===== src/logic/sar_pkg.sv =====
// Package with constants and types for the SAR converter control block.
package sar_pkg;
  localparam int          DATA_WIDTH      = 16;
  localparam int          CLK_PERIOD_NS   = 40;
  localparam int          CONV_MAX_NS     = 35000;
  localparam int          CONV_MAX_CYCLES = CONV_MAX_NS / CLK_PERIOD_NS;
  localparam logic [15:0] PRESET_WORD     = 16'h7FFF;
  localparam logic [15:0] RESET_WORD      = 16'h7FFF;
  localparam logic [3:0]  LAST_BIT        = 4'h0;
  localparam logic [3:0]  FIRST_BIT       = 4'hF;
  localparam int          MSB_POS         = 15;

  typedef enum logic [1:0] {
    SAR_IDLE,
    SAR_TRIAL
  } sar_state_type;
endpackage


===== src/logic/sar_edge_fall.sv =====
// Falling edge detector for the convert command input.
`timescale 1ns/1ns
module sar_edge_fall (
  input  wire logic clk_i,
  input  wire logic reset_n_i,
  input  wire logic level_i,
  output logic      fall_o
);
  logic last_reg;
  logic last_next;

  always_comb begin
    last_next = level_i;
  end

  always_ff @(posedge clk_i) begin
    if (!reset_n_i) begin
      last_reg <= 1'b0;
    end else begin
      last_reg <= last_next;
    end
  end

  assign fall_o = last_reg & ~level_i;
endmodule


===== src/logic/sar_convert_control.sv =====
// Successive-approximation control with output coding selection.
`timescale 1ns/1ns
// Notes on behaviour
// - Start conversion on convert command falling edge.
// - Ignore convert edges while converting.
// - Start resets logic; MSB low, others high.
// - Status high for whole conversion.
// - Trial bits MSB first, low then decide.
// - One cycle per bit; done within 35 us.
// - Status low when last bit decided.
// - Unipolar straight binary; bipolar offset or twos.
// - True and complemented MSB outputs provided.
// - Unipolar codes zero, half, full scale.
// - Twos complement is offset binary MSB inverted.
module sar_convert_control (
  input  wire logic        core_clk_i,
  input  wire logic        reset_n_i,
  input  wire logic        convert_cmd_i,
  input  wire logic        compare_high_i,
  output logic [15:0]      trial_word_o,
  output logic [15:0]      data_o,
  output logic             msb_true_o,
  output logic             msb_comp_o,
  output logic [7:0]       data_upper_o,
  output logic [7:0]       data_lower_o,
  output logic             status_o
);
  sar_pkg::sar_state_type state_reg;
  sar_pkg::sar_state_type state_next;
  logic [15:0]            word_reg;
  logic [15:0]            word_next;
  logic [3:0]             bit_reg;
  logic [3:0]             bit_next;
  logic                   status_reg;
  logic                   status_next;
  logic                   start_fall;

  // Edges sampled at 40 ns; a legal 100 ns pulse is always seen.
  sar_edge_fall u_fall (
    .clk_i     (core_clk_i),
    .reset_n_i (reset_n_i),
    .level_i   (convert_cmd_i),
    .fall_o    (start_fall)
  );

  // The comparator answers high when the input exceeds the trial
  // level, so the trial bit is kept set; otherwise it stays cleared.
  always_comb begin
    state_next  = state_reg;
    word_next   = word_reg;
    bit_next    = bit_reg;
    status_next = status_reg;
    case (state_reg)
      sar_pkg::SAR_IDLE: begin
        if (start_fall) begin
          word_next   = sar_pkg::PRESET_WORD;
          bit_next    = sar_pkg::FIRST_BIT;
          status_next = 1'b1;
          state_next  = sar_pkg::SAR_TRIAL;
        end
      end
      sar_pkg::SAR_TRIAL: begin
        // The trial bit is low on the DAC for this one cycle and the
        // answer is taken at its closing edge, 16 cycles in all.
        word_next[bit_reg] = compare_high_i;
        if (bit_reg == sar_pkg::LAST_BIT) begin
          status_next = 1'b0;
          state_next  = sar_pkg::SAR_IDLE;
        end else begin
          bit_next   = bit_reg - 4'h1;
          state_next = sar_pkg::SAR_TRIAL;
        end
      end
      default: begin
        state_next = sar_pkg::SAR_IDLE;
      end
    endcase
  end

  // Convert edges seen outside SAR_IDLE are simply dropped.
  always_ff @(posedge core_clk_i) begin
    if (!reset_n_i) begin
      state_reg  <= sar_pkg::SAR_IDLE;
      word_reg   <= sar_pkg::RESET_WORD;
      bit_reg    <= sar_pkg::FIRST_BIT;
      status_reg <= 1'b0;
    end else begin
      state_reg  <= state_next;
      word_reg   <= word_next;
      bit_reg    <= bit_next;
      status_reg <= status_next;
    end
  end

  // Trial word for the DAC: active trial bit forced low.
  always_comb begin
    trial_word_o = word_reg;
    if (state_reg == sar_pkg::SAR_TRIAL) begin
      trial_word_o[bit_reg] = 1'b0;
    end
  end

  // Word register holds still in idle, so outputs stay stable.
  assign data_o       = word_reg;
  assign msb_true_o   = word_reg[sar_pkg::MSB_POS];
  assign msb_comp_o   = ~word_reg[sar_pkg::MSB_POS];
  assign data_upper_o = word_reg[15:8];
  assign data_lower_o = word_reg[7:0];
  assign status_o     = status_reg;
endmodule


===== config.mk =====
export PLATFORM = sky130hd
export DESIGN_NAME = sar_convert_control
export DESIGN_NICKNAME = d
export VERILOG_FILES = /design/src/logic/sar_pkg.sv /design/src/logic/sar_edge_fall.sv /design/src/logic/sar_convert_control.sv
export SDC_FILE = /design/constraint.sdc
export NUM_CORES = 1
export LEC_CHECK = 0
export BUFFER_PORTS_ARGS = -buffer_cell sky130_fd_sc_hd__buf_2
export CORE_UTILIZATION = 42
export DETAILED_ROUTE_END_ITERATION = 7
export PLACE_DENSITY = 0.83
export SLEW_MARGIN = 20
export SYNTH_ARGS = -nofsm -noshare
export SYNTH_HDL_FRONTEND = slang
export SYNTH_HIERARCHICAL = 1
export SYNTH_SLANG_ARGS = --single-unit

===== constraint.sdc =====
create_clock -name core_clk_i -period 1.5 [get_ports core_clk_i]
set_input_delay 0.225 -clock core_clk_i [delete_from_list [all_inputs] [get_ports core_clk_i]]
set_output_delay 0.225 -clock core_clk_i [all_outputs]
set_load 0.02 [all_outputs]

Word level (Yosys, flattened, before mapping):

Index checks and enable logic that the tools add are counted.
W data, S select, Z words.

* register bits after elaboration: 24
* output and inout bits: 51
* logic and storage cells: 39

* add/sub/neg operators: 1
* order comparisons: 2
* eq/ne operators: 4
* mux-type cells: 15
* bitwise logic cells: 5
* reductions and logical operators: 7

Operators with widths (number)
* $mux W16: 2
* $pmux W16 S2: 1
* $and A16 B16 Y16: 1
* $bwmux W16: 1
* $not A16 Y16: 1
* $mux W4: 2
* $pmux W4 S2: 1
* $ne A2 B2 Y1 const B: 3
* $reduce_and A3 Y1: 2
* $lt A4 B5 Y1 const B: 1
* $demux W1 S4: 1
* $ge A4 B1 Y1 const B: 1
* $logic_not A4 Y1: 1
* $mux W1: 4
* $pmux W2 S2: 1
* $sub A4 B1 Y4 const B: 1
* $eq A2 B1 Y1 const B: 1
* $logic_not A2 Y1: 1
* $mux W2: 1
* $not A1 Y1: 2
* $pmux W1 S2: 1
* $reduce_and A2 Y1: 1
* $reduce_bool A2 Y1: 1
* $and A1 B1 Y1: 1
* $logic_and A1 B1 Y1: 1

Longest topological paths before layout:

* depth after elaboration: 7
* gate-level depth with buffers: 5
* depth with buffers taken out: 5

By module:

The synthesis kept the hierarchy.

By module, submodules not included
* sar_convert_control: times used 1, cells each 141, area each 1207.4 sq um, seq. area each 440.4 sq um
* sar_edge_fall: times used 1, cells each 3, area each 36.3 sq um, seq. area each 20.0 sq um

Worst setup path after synthesis:

OpenSTA, ideal clock, no wires.

* path kind: reg2reg
* start point: reg bit_reg[0]
* end point: reg bit_reg[3]
* library setup time: 62 ps
* arrival time: 1424 ps
* data required time: 1438 ps
* slack: 14 ps
* stages on the path, launching flop included: 6
* path buffers: 0
* clock period less this slack: 1486 ps
* cell sequence: dfxtp_1 -> inv_1 -> ha_1 -> nor4bb_2 -> or4_1 -> nand3_1

* longest elaborated chain between the ends: 3

Ends and longest elaborated chain
* from (decl): line sar_convert_control.sv:32 `logic [3:0] bit_reg;`
* from (signal assigned): line sar_convert_control.sv:85 `bit_reg <= sar_pkg::FIRST_BIT;`
* from (signal assigned): line sar_convert_control.sv:90 `bit_reg <= bit_next;`
* $sub A4 B1 Y4 / $logic_not A4 Y1 (equally long branches): line sar_convert_control.sv:70, sar_convert_control.sv:66
* $mux W4 / $ne A2 B2 Y1 (equally long branches)
* $pmux W4 S2 / $reduce_and A3 Y1 (equally long branches)

Parallel ways exist; a longest one is shown, timed or not. The select of a mux whose other input is x is not followed.
A chain may end at the register's enable or synchronous reset.

Worst setup path in the final report:

* start point: reg bit_reg[1]
* end point: out trial_word_o[11]

* longest elaborated chain between the ends: 7

Ends and longest elaborated chain
* $lt A4 B5 Y1 (implied by the code) / $ge A4 B1 Y1 (equally long branches): line sar_convert_control.sv:99 `trial_word_o[bit_reg] = 1'b0;`
* $logic_and A1 B1 Y1 (implied by the code): line sar_convert_control.sv:99
* $mux W1 (implied by the code): line sar_convert_control.sv:99
* $demux W1 S4 *: line sar_convert_control.sv:99
* $not A16 Y16 (no source line) *
* $and A16 B16 Y16 (no source line) *
* $mux W16 *: line sar_convert_control.sv:98 `if (state_reg == sar_pkg::SAR_TRIAL) begin`
* to (decl): line sar_convert_control.sv:20 `output logic [15:0] trial_word_o,`

Mark *: on every way between the ends. The rest lies on a longest branch, timed or not.

==> run summary <==
Status: finished, violations left
Failing checks: setup timing
CP required: 1.27 ns
Post-DRT Antenna Nets: 0
Gpl congestion: 0.784
Clk sinks: 23
Grt total ovfl: 0
Crit path capture type: output pin
Tcrit/Tclk final: 107%
Syn avg cell area: 8.64 um2
Initial DRC count: 18
Critical path class: flip-flop to output pin
Measured slew at the worst slew-check pin: 0.263 ns
Fmax: 626 MHz
H-tree levels: 1
Io pins: 55
Clk buf depth: 2
Final Skew: 0.000824 ns
Worst Path Max Fanout: 5
RSZ-0062 raised after global routing: yes
Vias in the first global route: 1,140
Final WS setup: -0.0982 ns
Initial antenna violation count: 0
CTS tree: built
Sequential element share of the synthesized area: 37.0%
Core Area: 0.00278 mm2
Die height: 56.4 um
P per Cell Area: 581 mW/mm2
P_leak: 0.725 nW
Max reg flops: 16
CP Launch Type: flip-flop
Reg clk slew, reported paths: 0.13 ns
Synth top area cells: dfxtp_1 (37%), buf_4 (11%), nand3b_1 (9.1%)
Yosys warns: 6
Total Nets Final: 209
Drt pass-1 iters: 4
Min-delay worst type: primary input to flip-flop
Vias post-DR: 1,210
Placed wire-length estimate: 2.09 mm
Pins Over Slew Limit: 0
WL/cell: 13.5 um
Drt drc: 0
CP Data Arrival Time: 1.37 ns
Setup violations, final: 17
Most common cell in the netlist: dfxtp_1
Overall Global Routing Usage: 20.5%
DIE AREA: 0.00318 mm2
Post-Synthesis Cells: 144
Hold_buf cts: 0
Endpoints failing hold: 0
Most common library cells after synthesis: dfxtp_1 (23), buf_4 (18), nand2_1 (16)
Syn_nets: 153
Cell Area, Synth: 0.00124 mm2
Worst hold slack: 0.0996 ns
Via density per instance: 5.26
Synth cell types: 30
PortBufs: 54
Synth top area share: 37.0%
Layout overhead on the synthesized area: 42.9%
Pin count of the biggest net entering global routing: 19
Max-slew headroom: 82.2%
Die X: 56.4 um
Worst-Skew Late Latency: 0.31 ns
Root Driver: clkbuf_4
Pwr Total: 1.03 mW
Initial Util: 44.7%
MaxCap Viol Count: 0
Post-synth EDFFs: 0
Async SR Flop Fraction: 0%
Peak supply drop: 0.000719 V
Worst reg2reg setup slack: -0.06 ns
Global-route wire length before repair: 5.24 mm
Post-synth top flop: dfxtp_1
Num CTS Buffers: 3
Dominant cell type by area after synthesis: dfxtp_1
Layout cells sized above 1: 50.3%
Routed WL: 3.10 mm
Std cell rows: 19
Antenna diodes: 0
Seq cells post-synth: 23
Min cycle time layout: 1.60 ns
[report_power, final]
group	internal, mW	switching [mW]	total (mW)
sequential	0.613	0.0130	0.626
combinational	0.0517	0.0656	0.117
clock	0.0997	0.188	0.288
[layout by cell type (no fill, tap or decap), types with 2 or more instances in the layout]
master / count
and3_1: 6
nand2b_1: 2
dfxtp_1: 18
clkbuf_4: 3
nand2_4: 3
o21ai_1: 2
or2_1: 2
nand3_1: 6
buf_4: 16
nand2_1: 13
nor2_1: 5
nand3b_1: 15
ha_4: 4
nor2b_1: 3
buf_6: 16
inv_1: 4
dfxtp_4: 5
buf_2: 40
o21a_1: 14
inv_4: 2
[worst paths after layout]
path         depth (start not counted)          endpoint        from
min reg2reg                          2          status_o    status_o
max reg2reg                          6        bit_reg[3]  bit_reg[1]
min                                  2        bit_reg[1]   reset_n_i
max                                  5  trial_word_o[11]  bit_reg[1]
[layout make-up]
| class | instances | area (um2) |
|---|---|---|
| clock buffers | 3 | 22.5 |
| clock inverters | 1 | 5.00 |
| inverters | 6 | 27.5 |
| repair buffers | 72 | 500 |
| fillers | 241 | 1000 |
| flip-flops and latches | 23 | 479 |
| multi-input cells | 94 | 703 |
| well taps | 31 | 38.8 |
[repair_timing]
item                       4_1_cts  5_1_grt
resized for setup               51       12
buffers inserted                10        1
pin swaps                       13        6
setup endpoints to repair       17       18
[through the flow]
stage	setup slack [ns]	cells	util [%]	area [um2]	setup TNS, ns
3_3_place_gp	0.0673	215	52.3	1460	0
2_1_floorplan	0.0137	144	-	1240	0
3_5_place_dp	-0.0190	215	52.3	1460	-0.0190
4_1_cts	-0.104	229	62.1	1730	-1.46
5_1_grt	-0.173	230	63.9	1780	-2.48
6_report	-0.0982	230	63.9	1780	-1.42
[worst max-delay path, cell delays in order, from the launching register on]
cell and delay (ns):
dfxtp_4 0.40, buf_6 0.11, ha_4 0.14, nand2_4 0.07, o21a_1 0.20, buf_6 0.13
[cell families after synthesis]
logic type / share of synthesized area [%]
compound gates: 12.7
simple gates: 31.4
fa+ha+maj: 5.03
flops: 37.0
buf+inv: 13.9
[metal layers]
layer / vias to the layer above / GRT usage [%] / wire length (um)
li1: 589 / - / -
met1: 555 / 25.6 / 1320
met2: 62 / 36.9 / 1560
met3: 4 / 4.84 / 180
met4: 0 / 2.44 / 41
met5: - / 0 / 0
No activity file was read; power rests on OpenSTA's default activity.
